$ cat config.mk
export PLATFORM = sky130hd
export DESIGN_NAME = ckd_output_ctrl
export DESIGN_NICKNAME = d
export VERILOG_FILES = /design/src/logic/ckd_pkg.sv /design/src/logic/ckd_output_ctrl.sv /design/src/logic/ckd_bank_div.sv
export SDC_FILE = /design/constraint.sdc
export NUM_CORES = 1
export LEC_CHECK = 0
export ABC_AREA = 0
export BUFFER_PORTS_ARGS = -buffer_cell sky130_fd_sc_hd__buf_2
export CAP_MARGIN = 20
export CORE_AREA = 2 2 165 167
export CTS_CLUSTER_DIAMETER = 50
export DETAILED_ROUTE_END_ITERATION = 16
export DIE_AREA = 0 0 167 169
export GPL_TIMING_DRIVEN = 1
export PLACE_DENSITY = 0.55
export RECOVER_POWER = 25
export SETUP_SLACK_MARGIN = 0.15
export SYNTH_ARGS = -nofsm -noshare
export SYNTH_HDL_FRONTEND = slang
export SYNTH_SLANG_ARGS = --single-unit
$ cat constraint.sdc
create_clock -name clk_i -period 3.6 [get_ports clk_i]
set_input_delay 0.9 -clock clk_i [delete_from_list [all_inputs] [get_ports clk_i]]
set_output_delay 0.9 -clock clk_i [all_outputs]
set_load 0.02 [all_outputs]
$ cat src/logic/ckd_pkg.sv
// Package for the clock driver output configuration block.
// Assumes one system clock domain; the configuration word is loaded by an outer agent.
package ckd_pkg;
	localparam int NBANK = 6; // Five output banks plus the feedback bank, index 5.
	localparam int FB_IDX = 5;
	localparam int CFG_W = 60;
	// Field positions inside the configuration word.
	localparam int DIV_W = 5;
	localparam int FBN_LSB = 48;
	localparam int SOE_LSB = 52;
	localparam int STOP_LVL_BIT = 58;
	localparam int STYLE_BIT = 59;
	localparam int IFSEL_LSB = 36;
	// Reset values.
	localparam logic [59:0] CFG_RST = 60'h0;
	localparam logic [3:0] CNT_RST = 4'h0;
	// Skew or frequency codes.
	localparam logic [4:0] SKEW_ZERO = 5'h00;
	localparam logic [4:0] SKEW_INV = 5'h10;
	localparam logic [4:0] SKEW_DIV2 = 5'h11;
	localparam logic [4:0] SKEW_DIV4 = 5'h12;
	// Interface selects.
	typedef enum logic [1:0] {
		CKD_IF_LV25 = 2'h0,
		CKD_IF_LV18 = 2'h1,
		CKD_IF_HSTL = 2'h2,
		CKD_IF_RSVD = 2'h3
	} ckd_if_e;
	// Bank drive states, one-hot.
	typedef enum logic [2:0] {
		CKD_ST_RUN = 3'h1,
		CKD_ST_TRI = 3'h2,
		CKD_ST_PARK = 3'h4
	} ckd_mode_e;
	typedef enum logic [1:0] {
		CKD_DIV_1 = 2'h0,
		CKD_DIV_2 = 2'h1,
		CKD_DIV_4 = 2'h2
	} ckd_div_e;
	// Decoded per bank setting.
	typedef struct packed {
		logic invert;
		ckd_div_e div;
		ckd_if_e ifsel;
	} ckd_bank_cfg_s;
	// Output pin triple of one bank.
	typedef struct packed {
		logic true_o;
		logic comp_o;
		logic oe_n;
	} ckd_pin_s;
endpackage : ckd_pkg

$ cat src/logic/ckd_output_ctrl.sv
// Output configuration decode and pin control of a six-bank clock driver.
// Assumes pins arrive asynchronously and pass two flip-flops; Wishbone master on clk_i.
//
// Summary of operation
// RQ1 - Power-down high runs outputs; low tri-states or parks per disable-style bit.
// RQ2 - Stop-level 0 parks true outputs high, complements low; 1 reverses.
// RQ3 - Two-bit interface select per bank: 2.5V, 1.8V, HSTL; 11 reserved.
// RQ4 - Skew code: zero, inverted, divide by two, divide by four.
// RQ5 - Undefined skew codes act as zero skew, no inversion, no division.
// RQ6 - Feedback divide code maps to N of 1-6, 8, 10, 12; others reserved.
// RQ7 - Software limits feedback post-divide according to N.
// RQ8 - All banks disabled by pins resets all output divider state.
// RQ9 - Bank enabled when pin and bit both low; dividers restart cleanly.
// RQ10 - Divided feedback output stops while the divider reset holds.
// RQ11 - Enable bits 56..52 combine with pins and style bit per bank.
// RQ12 - Enable changes apply only at an output clock boundary.
`timescale 1ns/1ps
module ckd_output_ctrl (
	input wire logic clk_i,
	input wire logic rst_i,
	input wire logic [31:0] wb_adr_i,
	input wire logic [31:0] wb_dat_i,
	output logic [31:0] wb_dat_o,
	input wire logic wb_we_i,
	input wire logic [3:0] wb_sel_i,
	input wire logic wb_cyc_i,
	input wire logic wb_stb_i,
	output logic wb_ack_o,
	input wire logic power_down_n_i,
	input wire logic disable_style_select_i,
	input wire logic [4:0] bank_output_enable_n_i,
	output ckd_pkg::ckd_pin_s [5:0] bank_clock_out_o,
	output logic [1:0] bank_if_sel_o [6],
	output logic [3:0] feedback_mult_o,
	output logic feedback_mult_valid_o
);
	import ckd_pkg::*;
	// Register window, decoded on the low four address bits only. Offset 0x0 holds
	// configuration bits 31..0 and offset 0x4 bits 59..32 in its low 28 bits. Offset 0x8 is a
	// read-only status word: multiply valid at 10, divider reset at 9, enables at 8..4 and the
	// decoded multiply at 3..0. Unmapped offsets read zero and drop writes, yet still answer,
	// so a stray access never stalls the bus.
	localparam logic [3:0] ADR_CFG_LO = 4'h0;
	localparam logic [3:0] ADR_CFG_HI = 4'h4;
	localparam logic [3:0] ADR_STATUS = 4'h8;

	typedef struct packed {
		logic [59:0] cfg;
		logic ack;
		logic [31:0] rdat;
		logic [1:0] pd_s;
		logic [1:0] sty_s;
		logic [9:0] soe_s;
		logic [5:0] en;
		logic div_rst;
		ckd_pin_s [5:0] pins;
		logic [3:0] nmul;
		logic nval;
	} ckd_st_s;
	ckd_st_s st_q, st_d;
	ckd_bank_cfg_s [5:0] bcfg;
	logic [5:0] phase, bedge;

	// Decode of a five-bit skew field; undefined codes fall to zero skew.
	function automatic ckd_bank_cfg_s dec_skew(input logic [4:0] c, input logic [1:0] ifs);
		ckd_bank_cfg_s r;
		r.ifsel = ckd_if_e'(ifs); // [RQ3]
		r.invert = (c == SKEW_INV); // [RQ4]
		case (c)
			SKEW_DIV2: r.div = CKD_DIV_2; // [RQ4]
			SKEW_DIV4: r.div = CKD_DIV_4;
			default: r.div = CKD_DIV_1; // [RQ5]
		endcase
		return r;
	endfunction : dec_skew

	// Feedback ratio decode; reserved codes flag invalid.
	function automatic logic [4:0] dec_n(input logic [3:0] c);
		case (c)
			4'h0, 4'h1, 4'h2, 4'h3, 4'h4, 4'h5: dec_n = {1'b1, c + 4'h1}; // [RQ6]
			4'h6: dec_n = {1'b1, 4'h8};
			4'h7: dec_n = {1'b1, 4'ha};
			4'h8: dec_n = {1'b1, 4'hc};
			default: dec_n = {1'b0, 4'h1};
		endcase
	endfunction : dec_n

	// Drive state of one bank. Power-down overrides every other cause; otherwise a bank runs
	// only while enabled, and the divided feedback pair is held while the dividers sit in reset.
	function automatic ckd_mode_e bank_mode(input logic pd_n, input logic gate, input logic en,
		input logic fb_hold);
		ckd_mode_e md;
		if (!pd_n) begin
			md = gate ? CKD_ST_PARK : CKD_ST_TRI; // [RQ1]
		end else if (en && !fb_hold) begin
			md = CKD_ST_RUN; // [RQ10]
		end else begin
			md = gate ? CKD_ST_PARK : CKD_ST_TRI; // [RQ11]
		end
		return md;
	endfunction : bank_mode

	// Pin triple for one drive state. A released pair shows low on both lines, so a load that
	// ignores the enable never sees an edge from a bank that is switched off.
	function automatic ckd_pin_s drive_pin(input ckd_mode_e md, input logic lvl,
		input logic stop_lvl);
		ckd_pin_s p;
		case (md)
			CKD_ST_RUN: p = '{true_o: lvl, comp_o: ~lvl, oe_n: 1'b0};
			CKD_ST_PARK: p = '{true_o: ~stop_lvl, comp_o: stop_lvl, oe_n: 1'b0}; // [RQ2]
			CKD_ST_TRI: p = '{true_o: 1'b0, comp_o: 1'b0, oe_n: 1'b1};
			default: p = '{true_o: 1'b0, comp_o: 1'b0, oe_n: 1'b1};
		endcase
		return p;
	endfunction : drive_pin

	// Status word as software sees it; the bits above the multiply valid flag read zero.
	function automatic logic [31:0] status_word(input ckd_st_s s);
		return {21'h0, s.nval, s.div_rst, s.en[4:0], s.nmul};
	endfunction : status_word

	// Banks are numbered with feedback at the top; bank b skew starts at 25 - 5b.
	genvar g;
	generate
		for (g = 0; g < NBANK; g++) begin : g_bank
			assign bcfg[g] = dec_skew(st_q.cfg[25 - 5 * g +: DIV_W],
				st_q.cfg[IFSEL_LSB + 2 * (NBANK - 1 - g) +: 2]);
			ckd_bank_div u_div (
				.clk_i(clk_i),
				.rst_i(rst_i),
				.div_rst_i(st_q.div_rst),
				.cfg_i(bcfg[g]),
				.phase_o(phase[g]),
				.edge_o(bedge[g])
			);
		end
	endgenerate

	// Bus slave, pin synchronisers, enable gating and pin drive.
	always_comb begin
		logic [5:0] req_en;
		logic park;
		logic gated;
		logic [3:0] a;
		ckd_mode_e m;
		logic fb_hold;
		req_en = '0;
		fb_hold = 1'b0;
		park = 1'b0;
		gated = 1'b0;
		a = wb_adr_i[3:0];
		m = CKD_ST_RUN;
		st_d = st_q;
		// Two-flop synchronisers for the pins; only the second stage feeds any decision.
		st_d.pd_s = {st_q.pd_s[0], power_down_n_i};
		st_d.sty_s = {st_q.sty_s[0], disable_style_select_i};
		st_d.soe_s = {st_q.soe_s[4:0], bank_output_enable_n_i};
		// One ack per request; zero wait beyond a single registered cycle.
		st_d.ack = wb_cyc_i && wb_stb_i && !st_q.ack;
		if (wb_cyc_i && wb_stb_i && !st_q.ack) begin
			if (wb_we_i && a == ADR_CFG_LO) begin
				for (int i = 0; i < 4; i++) begin
					if (wb_sel_i[i]) st_d.cfg[8 * i +: 8] = wb_dat_i[8 * i +: 8];
				end
			end else if (wb_we_i && a == ADR_CFG_HI) begin
				for (int i = 0; i < 4; i++) begin
					if (wb_sel_i[i] && i < 3) st_d.cfg[32 + 8 * i +: 8] = wb_dat_i[8 * i +: 8];
					if (wb_sel_i[i] && i == 3) st_d.cfg[56 +: 4] = wb_dat_i[24 +: 4];
				end
			end
			case (a)
				ADR_CFG_LO: st_d.rdat = st_q.cfg[31:0];
				ADR_CFG_HI: st_d.rdat = {4'h0, st_q.cfg[59:32]};
				ADR_STATUS: st_d.rdat = status_word(st_q);
				default: st_d.rdat = 32'h0;
			endcase
		end
		// The ratio decode is registered, so software and the outputs see one settled value.
		{st_d.nval, st_d.nmul} = dec_n(st_q.cfg[FBN_LSB +: 4]);
		// Pin and bit both low enable a bank; feedback follows any bank.
		req_en[4:0] = ~st_q.soe_s[9:5] & ~st_q.cfg[SOE_LSB +: 5]; // [RQ9] [RQ11]
		req_en[FB_IDX] = |req_en[4:0];
		st_d.div_rst = &st_q.soe_s[9:5]; // [RQ8]
		// Either the pin or the stored bit selects gating; neither forces a running bank off.
		gated = st_q.sty_s[1] | st_q.cfg[STYLE_BIT]; // [RQ1]
		park = st_q.cfg[STOP_LVL_BIT]; // [RQ2]
		for (int b = 0; b < NBANK; b++) begin
			// Changing only at a period boundary avoids runt pulses.
			if (bedge[b]) st_d.en[b] = req_en[b]; // [RQ12]
			// The divided feedback pair must not toggle while the dividers are held in reset.
			fb_hold = (b == FB_IDX) && st_q.div_rst && (bcfg[b].div != CKD_DIV_1); // [RQ10]
			m = bank_mode(st_q.pd_s[1], gated, st_q.en[b], fb_hold);
			st_d.pins[b] = drive_pin(m, phase[b] ^ bcfg[b].invert, park); // [RQ2]
		end
	end

	// Single register stage holds all state.
	always_ff @(posedge clk_i) begin
		if (rst_i) begin
			st_q <= '0;
			st_q.cfg <= CFG_RST;
			for (int b = 0; b < NBANK; b++) begin
				st_q.pins[b] <= drive_pin(CKD_ST_TRI, 1'b0, 1'b0); // Released until pins sync.
			end
		end else begin
			st_q <= st_d;
		end
	end

	assign wb_ack_o = st_q.ack;
	assign wb_dat_o = st_q.rdat;
	assign bank_clock_out_o = st_q.pins;
	assign feedback_mult_o = st_q.nmul;
	assign feedback_mult_valid_o = st_q.nval;
	// The interface selects leave straight from the configuration register.
	generate
		for (g = 0; g < NBANK; g++) begin : g_if
			assign bank_if_sel_o[g] = st_q.cfg[IFSEL_LSB + 2 * (NBANK - 1 - g) +: 2]; // [RQ3]
		end
	endgenerate
endmodule : ckd_output_ctrl

$ cat src/logic/ckd_bank_div.sv
// One bank post-divider with a boundary-aligned enable.
// Assumes clk_i is the internal VCO-derived clock seen as a synchronous clock here.
`timescale 1ns/1ps
module ckd_bank_div (
	input wire logic clk_i,
	input wire logic rst_i,
	input wire logic div_rst_i,
	input ckd_pkg::ckd_bank_cfg_s cfg_i,
	output logic phase_o,
	output logic edge_o
);
	import ckd_pkg::*;
	typedef struct packed {
		logic [3:0] cnt;
	} ckd_div_st_s;
	ckd_div_st_s st_q, st_d;
	logic [3:0] limit;

	// Count length per divide; the counter wraps at each output period.
	always_comb begin
		st_d = st_q;
		case (cfg_i.div)
			CKD_DIV_2: limit = 4'h1;
			CKD_DIV_4: limit = 4'h3;
			default: limit = 4'h0;
		endcase
		if (div_rst_i) begin
			st_d.cnt = CNT_RST; // [RQ8] [RQ10]
		end else if (st_q.cnt >= limit) begin
			st_d.cnt = CNT_RST; // [RQ9]
		end else begin
			st_d.cnt = st_q.cnt + 4'h1;
		end
	end

	always_ff @(posedge clk_i) begin
		if (rst_i) begin
			st_q <= '{cnt: CNT_RST};
		end else begin
			st_q <= st_d;
		end
	end

	// Phase is high for the first half of the divided period, and stays high when undivided.
	always_comb begin
		case (cfg_i.div)
			CKD_DIV_2: phase_o = (st_q.cnt == 4'h0);
			CKD_DIV_4: phase_o = (st_q.cnt < 4'h2);
			default: phase_o = 1'b1;
		endcase
		edge_o = (st_q.cnt == CNT_RST);
	end
endmodule : ckd_bank_div

==> results of run 1 <==
-- power groups by stage --
stage                     clock network (uW)  registers, uW  logic, uW
after floorplan                            0           1860        105
after global placement                     0           1860        177
after detailed placement                   0           1860        177
after CTS                               1780           1820        178
after global routing                    1850           1820        189
final                                   1730           1820        172
-- final cells by class --
cell class | instances | area (sq um)
Inverter | 53 | 198.9
Timing Repair Buffer | 129 | 635.6
Clock buffer | 20 | 446.7
Antenna cell | 1 | 2.502
Multi-Input combinational cell | 497 | 3518
Clock inverter | 12 | 110.1
Fill cell | 2792 | 17940
Tap cell | 341 | 426.7
Sequential cell | 161 | 3223
-- cells by family after synthesis --
| logic type | share of synthesized area |
|---|---|
| compound gates | 0.09535 |
| mux | 0.1118 |
| flops | 0.4279 |
| fa+ha+maj | 0.06811 |
| xor+xnor | 0.006977 |
| simple gates | 0.1819 |
| other cells | 0.0004979 |
| buf+inv | 0.1075 |
-- worst max-delay path: stages --
cell and delay, ns:
buf_2 0.10, nand3b_1 0.07, clkbuf_1 1.45, nor4_2 0, buf_4 0.29, a22oi_1 0.16, nor2_1 0.07
-- synth_stat cells (all sizes together), types with 9 or more instances --
cell type    n  area share
nor2       139       0.069
mux2i       65       0.086
clkbuf      18      0.0090
o21ai       10      0.0066
nand2       31       0.015
ha          41       0.068
nand4        9       0.013
a2bb2oi     12       0.014
nor4b       11       0.014
buf         77       0.072
a222oi      11       0.015
inv         53       0.026
a21oi       13      0.0086
mux2        17       0.025
a22oi       17       0.017
nor2b       18       0.015
nand2b      10      0.0083
dfxtp      161        0.43
nand3        9      0.0060
-- state kept, by name, summed over array words and instances, names as in the netlist --
register               count
st_d                       7
feedback_mult_valid_o      1
st_q                      62
feedback_mult_o            4
bank_if_sel_o             12
wb_dat_o                  32
bank_clock_out_o          18
wb_ack_o                   1
g_bank.u_div.st_q         24
-- cells in the final DEF, fill, tap and decap left out, types with 18 or more instances in the layout --
cell and count:
inv_1 53, buf_2 96, dfxtp_1 161, mux2i_1 65, nand2_1 31, ha_1 41
clkbuf_1 26, nor2_1 139, nor2b_1 18
-- routing by layer --
| layer | vias up | track usage | wire length, um |
|---|---|---|---|
| li1 | 2796 | - | - |
| met3 | 18 | 0.04115 | 996 |
| met5 | - | 0 | 0 |
| met4 | 0 | 0.03673 | 247 |
| met1 | 2609 | 0.1910 | 9464 |
| met2 | 120 | 0.2131 | 8650 |
-- per-stage QoR --
stage | cells | setup slack (ns) | utilization | cell area [sq um] | power [uW]
6_report | 1214 | 0.7875 | 0.3231 | 8562 | 3729
5_1_grt | 1213 | 0.5882 | 0.3230 | 8559 | 3868
4_1_cts | 1213 | 1.254 | 0.3244 | 8597 | 3777
3_5_place_dp | 1181 | 0.8105 | 0.3034 | 8040 | 2041
3_3_place_gp | 1181 | 0.8157 | 0.3034 | 8040 | 2040
2_1_floorplan | 806 | 1.457 | - | 7551 | 1962
-- worst min-delay path by stage --
stage / start / end / depth (start not counted)
2_1_floorplan: st_d[35] / st_q[35] / 1
3_3_place_gp: st_d[43] / st_q[43] / 1
3_5_place_dp: st_d[43] / st_q[43] / 1
4_1_cts: st_d[35] / st_q[35] / 1
5_1_grt: st_d[35] / st_q[35] / 1
6_report: st_d[35] / st_q[35] / 1
==> run_results.csv, run 1 <==
group,metric,value,unit
setup_path,arrival,3.06,ns
sta,period_minus_slack,2.812,ns
grt,grt_first_pass_wirelength,30.50,mm
sta,fmax,0.3556,GHz
clock_network,clkSlewWorstSetupHoldPaths,0.07,ns
setup_path,crit_path_start,"wb_stb_i",
synth,synth_ff_type,"dfxtp_1",
synth,ys_ff_latch,161,
power_and_ir_drop,p_per_area,435.5,nW/um^2
routing,drt_iter0_drc,350,
routing,num_vias,5543,
grt,grt.overflow.total,0,
floorplanning,row_count,60,
place,dp_hpwl,14.41,mm
sta,finalHoldViolCount,0,
routing,routed_wl,19.36,mm
place,portBuffers,119,
power_and_ir_drop,p_leak,0.003957,uW
power_and_ir_drop,ir_drop,257.1,uV
status,status,"complete, but fails checks",
synth,yosysWarnings,0,
clock_network,hold_buffers,0,
synth,synth_area,7532,sq um
floorplanning,pin_count,148,
routing,routedWlPerCell,15.95,um
clock_network,post_cts.repair.setup_buffers,0,
sta,grt_setup_unrepaired,"no",
setup_path,r2r_slack,0.99,ns
floorplanning,start_util,0.2842,
setup_path,worstSetupPathType,"input port to flip-flop",
floorplanning,die_w,167,um
grt,grt_usage,0.1391,
sta,hold-worst-slack,0.4431,ns
floorplanning,die_h,169,um
status,violations,"max-capacitance violations, max-slew violations",
power_and_ir_drop,switchingPower,891.3,uW
flow_run,drv_cap,1,
sta,setup_violations,0,
clock_network,cts_tree,"done",
clock_network,ctsResizeCount,0,
sta,post-route-period-util,0.7812,
synth,synth_cells,801,
setup_path,rr_worst_depth,6,
power_and_ir_drop,p_seq_frac,0.489,
routing,antenna_left,0,
worst_hold_path,hold_path.class,"flip-flop to flip-flop",
synth,synth_edf_count,0,
sta,fin_tns_setup,0,ns
cells_and_area,syn_to_final_growth,13.67,%
synth,async_flop_share,0,
grt,grt_max_degree,62,
power_and_ir_drop,switching_share,0.2390,
place,gp_congestion,0.7836,
synth,yosysSeqAreaShare,0.4279,
power_and_ir_drop,comb_power_share,0.046,
clock_network,clockBufferDepth,2,
sta,fin_skew,0.009117,ns
setup_path,reg2reg_to,"wb_dat_o[13]",
power_and_ir_drop,p_int,2837,uW
floorplanning,core_area,26500,sq um
synth,netlist-cell-type-count,52,
power_and_ir_drop,p_clk_frac,0.465,
floorplanning,die_area,28220,sq um
routing,dr.pass1.iters,6,
setup_path,critPathLaunchType,"input port",
setup_path,crit_required,3.85,ns
grt,grt_pass1_vias,5426,
setup_path,cp-end-kind,"flip-flop",
clock_network,cts_root_buffer,"clkbuf_16",
sta,maxSlewHeadroom,-0.3573,
routing,post-route-drc-count,0,
cells_and_area,finalNetCount,980,
clock_network,clk_latency,0.42,ns
setup_path,cp_max_fo,34,
synth,synth_area_per_cell,9.404,sq um
grt,grt_antenna_before_repair,0,
setup_path,r2r-start,"wb_ack_o",
sta,worst_pin_slew,2.036,ns
cells_and_area,final_layout_size_suffix_gt1_frac,0.1904,
routing,via_per_inst,4.566,
clock_network,cts-htree-levels,4,
clock_network,cts_inserted_buffers,17,
sta,drv_slew,35,
clock_network,cts.sinks,161,
setup_path,setup.worst_path.end,"wb_dat_o[13]",
Power figures use the tool's default switching activity.
==> inputs of run 2 (changes only) <==
--- a/config.mk
+++ b/config.mk
@@ -13,7 +13,7 @@
 export DETAILED_ROUTE_END_ITERATION = 16
 export DIE_AREA = 0 0 167 169
 export GPL_TIMING_DRIVEN = 1
-export PLACE_DENSITY = 0.55
+export PLACE_DENSITY = 0.56
 export RECOVER_POWER = 25
 export SETUP_SLACK_MARGIN = 0.15
 export SYNTH_ARGS = -nofsm -noshare
==> constraint.sdc (replaced) <==
create_clock -name clk_i -period 2.4 [get_ports clk_i]
set_input_delay 0.6 -clock clk_i [delete_from_list [all_inputs] [get_ports clk_i]]
set_output_delay 0.6 -clock clk_i [all_outputs]
set_load 0.02 [all_outputs]
==> run_results.csv, run 2 (same netlist as run 1, synthesis figures left out) <==
group,metric,value,unit
power_and_ir_drop,p_clk_frac,0.480,
power_and_ir_drop,total_power,5770,uW
cells_and_area,largest_reg_flops,62,
cells_and_area,final_common_cell,"dfxtp_1",
power_and_ir_drop,switching_share,0.2282,
sta,hold-worst-slack,0.3782,ns
setup_path,r2r-start,"st_q[88]",
clock_network,clkSlewWorstSetupHoldPaths,0.06,ns
setup_path,arrival,2.44,ns
sta,setup_violations,0,
setup_path,cp-end-kind,"flip-flop",
worst_hold_path,hold_path.class,"input port to flip-flop",
clock_network,cts.sinks,161,
grt,grt_antenna_before_repair,3,
setup_path,r2r_slack,0.27,ns
setup_path,crit_path_max_incr_delay,0.85,ns
routing,via_per_inst,4.595,
floorplanning,pin_count,148,
power_and_ir_drop,comb_power_share,0.047,
worst_hold_path,hold_path_depth,2,
setup_path,cp_max_fo,26,
place,portBuffers,119,
grt,grt_usage,0.1404,
sta,drv_slew,0,
floorplanning,row_count,60,
flow_run,drv_cap,0,
worst_hold_path,hold_path.startpoint,"disable_style_select_i",
floorplanning,die_area,28220,sq um
floorplanning,core_area,26500,sq um
worst_hold_path,min_to,"st_d[41]",
power_and_ir_drop,p_seq_frac,0.474,
grt,grt_pass1_vias,5471,
cells_and_area,syn_to_final_growth,16.68,%
status,status,"complete, no violations",
setup_path,critPathLaunchType,"input port",
grt,grt_first_pass_wirelength,30.71,mm
grt,grt_max_degree,72,
routing,post-route-drc-count,0,
setup_path,worstSetupPathType,"input port to flip-flop",
routing,routedWlPerCell,15.95,um
floorplanning,die_w,167,um
setup_path,rr_worst_depth,8,
routing,dr.pass1.iters,5,
place,gp_congestion,0.7781,
sta,worst_pin_slew,1.192,ns
place,dp_slack,0.1240,ns
power_and_ir_drop,p_int,4454,uW
power_and_ir_drop,p_leak,0.004122,uW
cells_and_area,fillers,2772,
sta,fmax,0.4693,GHz
sta,maxSlewHeadroom,0.2055,
clock_network,clockBufferDepth,2,
sta,period_minus_slack,2.131,ns
power_and_ir_drop,switchingPower,1317,uW
place,dp_hpwl,14.67,mm
routing,antenna_left,0,
setup_path,crit_slowest_cell,"clkbuf_1",
cells_and_area,final_cell_mix,"161 x dfxtp_1, 139 x nor2_1, 112 x buf_2",
power_and_ir_drop,ir_drop,445.6,uV
sta,post-route-period-util,0.8878,
sta,fin_skew,0.008059,ns
grt,grt.overflow.total,0,
routing,routed_wl,19.53,mm
sta,fin_tns_setup,0,ns
clock_network,cts_tree,"done",
sta,grt_setup_unrepaired,"no",
power_and_ir_drop,p_per_area,656.6,nW/um^2
routing,drt_iter0_drc,275,
clock_network,cts_inserted_buffers,17,
setup_path,reg2reg_to,"bank_clock_out_o[11]",
sta,finalHoldViolCount,0,
clock_network,cts_root_buffer,"clkbuf_16",
cells_and_area,regMostFlops,"st_q",
floorplanning,die_h,169,um
setup_path,path_cells,"clkbuf_1, clkbuf_1, a21oi_1, and3_1",
cells_and_area,final_layout_size_suffix_gt1_frac,0.2299,
routing,num_vias,5624,
setup_path,crit_required,2.71,ns
sta,final.setup.worst_slack,0.2693,ns
setup_path,crit_top_cell,"clkbuf_1",
cells_and_area,finalNetCount,991,
clock_network,clk_latency,0.43,ns
floorplanning,start_util,0.2842,
cells_and_area,diodes,0,
clock_network,cts-htree-levels,4,
## run 2: cell count changes in the layout (fill, tap and decap cells not counted), sizes merged
cell,before,now
clkbuf,45,29
diode,1,0
buf,104,132
clkinvlp,4,3
bufinv,1,2
clkinv,6,5
## run 2: power by group through the flow
stage	registers, uW	logic, uW	clock network (uW)
floorplan	2780	158	0
global placement	2800	271	0
detailed placement	2790	273	0
CTS	2730	274	2830
global route	2740	294	2960
finish	2730	269	2770
## run 2: timing repair
item                                    in CTS  in global routing
hold buffers                                 0                  0
endpoints found under the setup margin       4                 19
pin swaps                                    0                  1
buffers inserted                             0                  0
gates resized for setup                      2                 12
## run 2: worst max path at each step
stage                            from              endpoint  slack [ns]
after floorplan              st_q[83]  bank_clock_out_o[14]        0.39
after global placement    wb_adr_i[2]           wb_dat_o[1]        0.14
after detailed placement  wb_adr_i[2]           wb_dat_o[1]        0.12
after CTS                    st_q[93]   bank_clock_out_o[8]        0.21
after global routing            rst_i   bank_clock_out_o[4]        0.09
final                           rst_i   bank_clock_out_o[4]        0.27
## run 2: area by class of cell
type,instances,area (sq um),area share
Tap cell,341,426.7,0.04855
Clock buffer,21,480.5,0.05467
Sequential cell,161,3223,0.3667
Timing Repair Buffer,140,753.2,0.08571
Clock inverter,11,127.6,0.01452
Multi-Input combinational cell,497,3578,0.4072
Inverter,53,198.9,0.02264
## run 2: worst max-delay path: cells and delay by family
| family | cells | cell delay, ns |
|---|---|---|
| buffers and inverters | 2 | 1.52 |
| AND/OR/NAND/NOR | 1 | 0.24 |
| AO/OA/AOI/OAI | 1 | 0.06 |
## run 2: metal layers
layer,vias to the layer above,GRT usage,part of all wire
met5,-,0,0.0013
met4,4,0.03486,0.012
met3,20,0.04325,0.044
met2,115,0.2176,0.45
met1,2660,0.1905,0.49
li1,2825,-,-
## run 2: metrics by stage
step | std cells | area (sq um) | util
2_1_floorplan | 806 | 7551 | -
3_3_place_gp | 1192 | 8135 | 0.3070
3_5_place_dp | 1192 | 8135 | 0.3070
4_1_cts | 1224 | 8756 | 0.3304
5_1_grt | 1224 | 8788 | 0.3316
6_report | 1224 | 8788 | 0.3316
==> inputs of run 3 (changes only) <==
--- a/config.mk
+++ b/config.mk
@@ -8,14 +8,15 @@
 export ABC_AREA = 0
 export BUFFER_PORTS_ARGS = -buffer_cell sky130_fd_sc_hd__buf_2
 export CAP_MARGIN = 20
-export CORE_AREA = 2 2 165 167
+export CORE_AREA = 2 2 166 168
 export CTS_CLUSTER_DIAMETER = 50
 export DETAILED_ROUTE_END_ITERATION = 16
-export DIE_AREA = 0 0 167 169
+export DIE_AREA = 0 0 168 170
 export GPL_TIMING_DRIVEN = 1
-export PLACE_DENSITY = 0.56
+export PLACE_DENSITY = 0.57
 export RECOVER_POWER = 25
 export SETUP_SLACK_MARGIN = 0.15
 export SYNTH_ARGS = -nofsm -noshare
 export SYNTH_HDL_FRONTEND = slang
+export SYNTH_HIERARCHICAL = 1
 export SYNTH_SLANG_ARGS = --single-unit
==> run_results.csv, run 3 <==
group,metric,value,unit
status,status,"complete, but fails checks",
status,violations,"negative setup slack",
setup_path,crit_path_start,"st_q[80]",
grt,met2_usage,0.2267,
grt,grt_first_pass_wirelength,30.57,mm
routing,routedWlPerCell,16.11,um
grt,grt_max_degree,58,
worst_hold_path,hold_path.startpoint,"disable_style_select_i",
worst_hold_path,hold_path.class,"input port to flip-flop",
place,place_inst,1158,
sta,fmax,0.4148,GHz
synth,yosysWarnings,6,
synth,synth_area,7677,sq um
setup_path,critPathLaunchType,"flip-flop",
sta,final.setup.worst_slack,-0.01058,ns
sta,drv_slew,0,
clock_network,clkSlewWorstSetupHoldPaths,0.07,ns
setup_path,worstSetupPathType,"flip-flop to flip-flop",
routing,num_vias,5655,
grt,grt_pass1_vias,5535,
synth,synth_fp_nets,892,
power_and_ir_drop,p_per_area,593.1,nW/um^2
cells_and_area,finalNetCount,995,
grt,grt_antenna_before_repair,1,
power_and_ir_drop,ir_drop,455.1,uV
setup_path,cp-end-kind,"flip-flop",
routing,post-route-drc-count,0,
cells_and_area,final_cell_mix,"145 x dfxtp_1, 115 x nor2_1, 100 x buf_2",
clock_network,cts-htree-levels,4,
floorplanning,die_w,168,um
grt,grt_usage,0.1384,
place,dp_slack,-0.04170,ns
cells_and_area,largest_reg_flops,62,
place,dp_hpwl,14.38,mm
sta,post-route-period-util,1.004,
floorplanning,row_count,60,
place,portBuffers,119,
clock_network,cts_tree,"done",
cells_and_area,final_cells,1230,
routing,drt_iter0_drc,306,
sta,grt_setup_unrepaired,"yes",
grt,top_usage_layer,"met2",
cells_and_area,syn_to_final_growth,25.21,%
cells_and_area,final_common_cell,"dfxtp_1",
sta,period_minus_slack,2.411,ns
routing,via_per_inst,4.598,
cells_and_area,regMostFlops,"st_q",
sta,setup_violations,3,
floorplanning,die_area,28560,sq um
sta,worst_pin_slew,0.8020,ns
sta,finalHoldViolCount,0,
sta,fin_skew,0.01129,ns
grt,met3_usage,0.03791,
setup_path,crit_required,2.76,ns
clock_network,cts.sinks,161,
cells_and_area,final_layout_size_suffix_gt1_frac,0.3401,
routing,routed_wl,19.81,mm
clock_network,cts_inserted_buffers,17,
sta,fin_tns_setup,-0.01986,ns
power_and_ir_drop,p_leak,0.004259,uW
cells_and_area,fillers,2657,
synth,synth_cells,772,
setup_path,cp_max_fo,3,
floorplanning,pin_count,148,
grt,grt.overflow.total,0,
setup_path,arrival,2.77,ns
routing,dr.pass1.iters,5,
flow_run,drv_cap,0,
clock_network,hold_buffers,0,
setup_path,r2r-start,"st_q[80]",
clock_network,cts_root_buffer,"clkbuf_16",
clock_network,clk_latency,0.43,ns
floorplanning,die_h,170,um
cells_and_area,final_util,0.3607,
routing,antenna_left,0,
floorplanning,start_util,0.2881,
clock_network,clockBufferDepth,2,
grt,met1_usage,0.1796,
cells_and_area,regArea,3243,sq um
sta,maxSlewHeadroom,0.4642,
place,gp_congestion,0.7851,
synth,synth_area_per_cell,9.945,sq um
floorplanning,core_area,26650,sq um
cells_and_area,multi_input_area,4139,sq um
[run 3: final cells by class]
type / count / area share
Timing Repair Buffer: 178 / 0.1096
Multi-Input combinational cell: 474 / 0.4306
Tap cell: 341 / 0.04438
Antenna cell: 1 / 0.0002603
Inverter: 43 / 0.01783
Clock inverter: 12 / 0.01250
Sequential cell: 161 / 0.3374
Clock buffer: 20 / 0.04751
[run 3: worst paths after layout]
kind | end | slack (ns) | cells after the start
setup / recovery | g_bank[5].u_div/st_q[0] | -0.01 | 9
setup reg to reg | g_bank[5].u_div/st_q[0] | -0.01 | 9
hold / removal | st_d[41] | 0.39 | 2
hold reg to reg | st_q[38] | 0.43 | 1
[run 3: through the flow]
stage | cell area, sq um | power (uW) | hold slack [ns]
global placement | 8315 | 3079 | 0.4281
detailed placement | 8315 | 3079 | 0.4248
global route | 9613 | 5910 | 0.3723
CTS | 9306 | 5778 | 0.3662
finish | 9613 | 5701 | 0.3854
floorplan | 7735 | 2947 | 0.4138
[run 3: metal layers]
metal / share of wire / vias up
met2: 0.49 / 123
li1: - / 2803
met3: 0.044 / 9
met4: 0.0084 / 0
met1: 0.46 / 2720
met5: 0 / -
[run 3: where the power goes]
part | switching [uW] | total [uW] | internal, uW | leakage (uW)
combinational | 175 | 277 | 102 | 0.00266
sequential | 34.1 | 2740 | 2710 | 0.00131
clock | 1170 | 2680 | 1510 | 0.000284
total | 1380 | 5700 | 4320 | 0.00426
[run 3: repair_timing]
action                                  in CTS  in global routing
buffers inserted                            31                  8
endpoints found under the setup margin      25                 28
resized for setup                           40                 55
endpoints found under the hold margin        0                  0
gates cloned                                 0                  0
pin swaps                                   43                 40
[run 3: critical path, stage by stage (launching register included)]
cell and delay [ns]:
dfxtp_2 0.32, or3b_4 0.43, nor3b_4 0.22, inv_1 0.09, ha_2 0.32, inv_2 0.04, ha_1 0.26, nand2b_4 0.14
a2111oi_4 0.32, and3_1 0.20
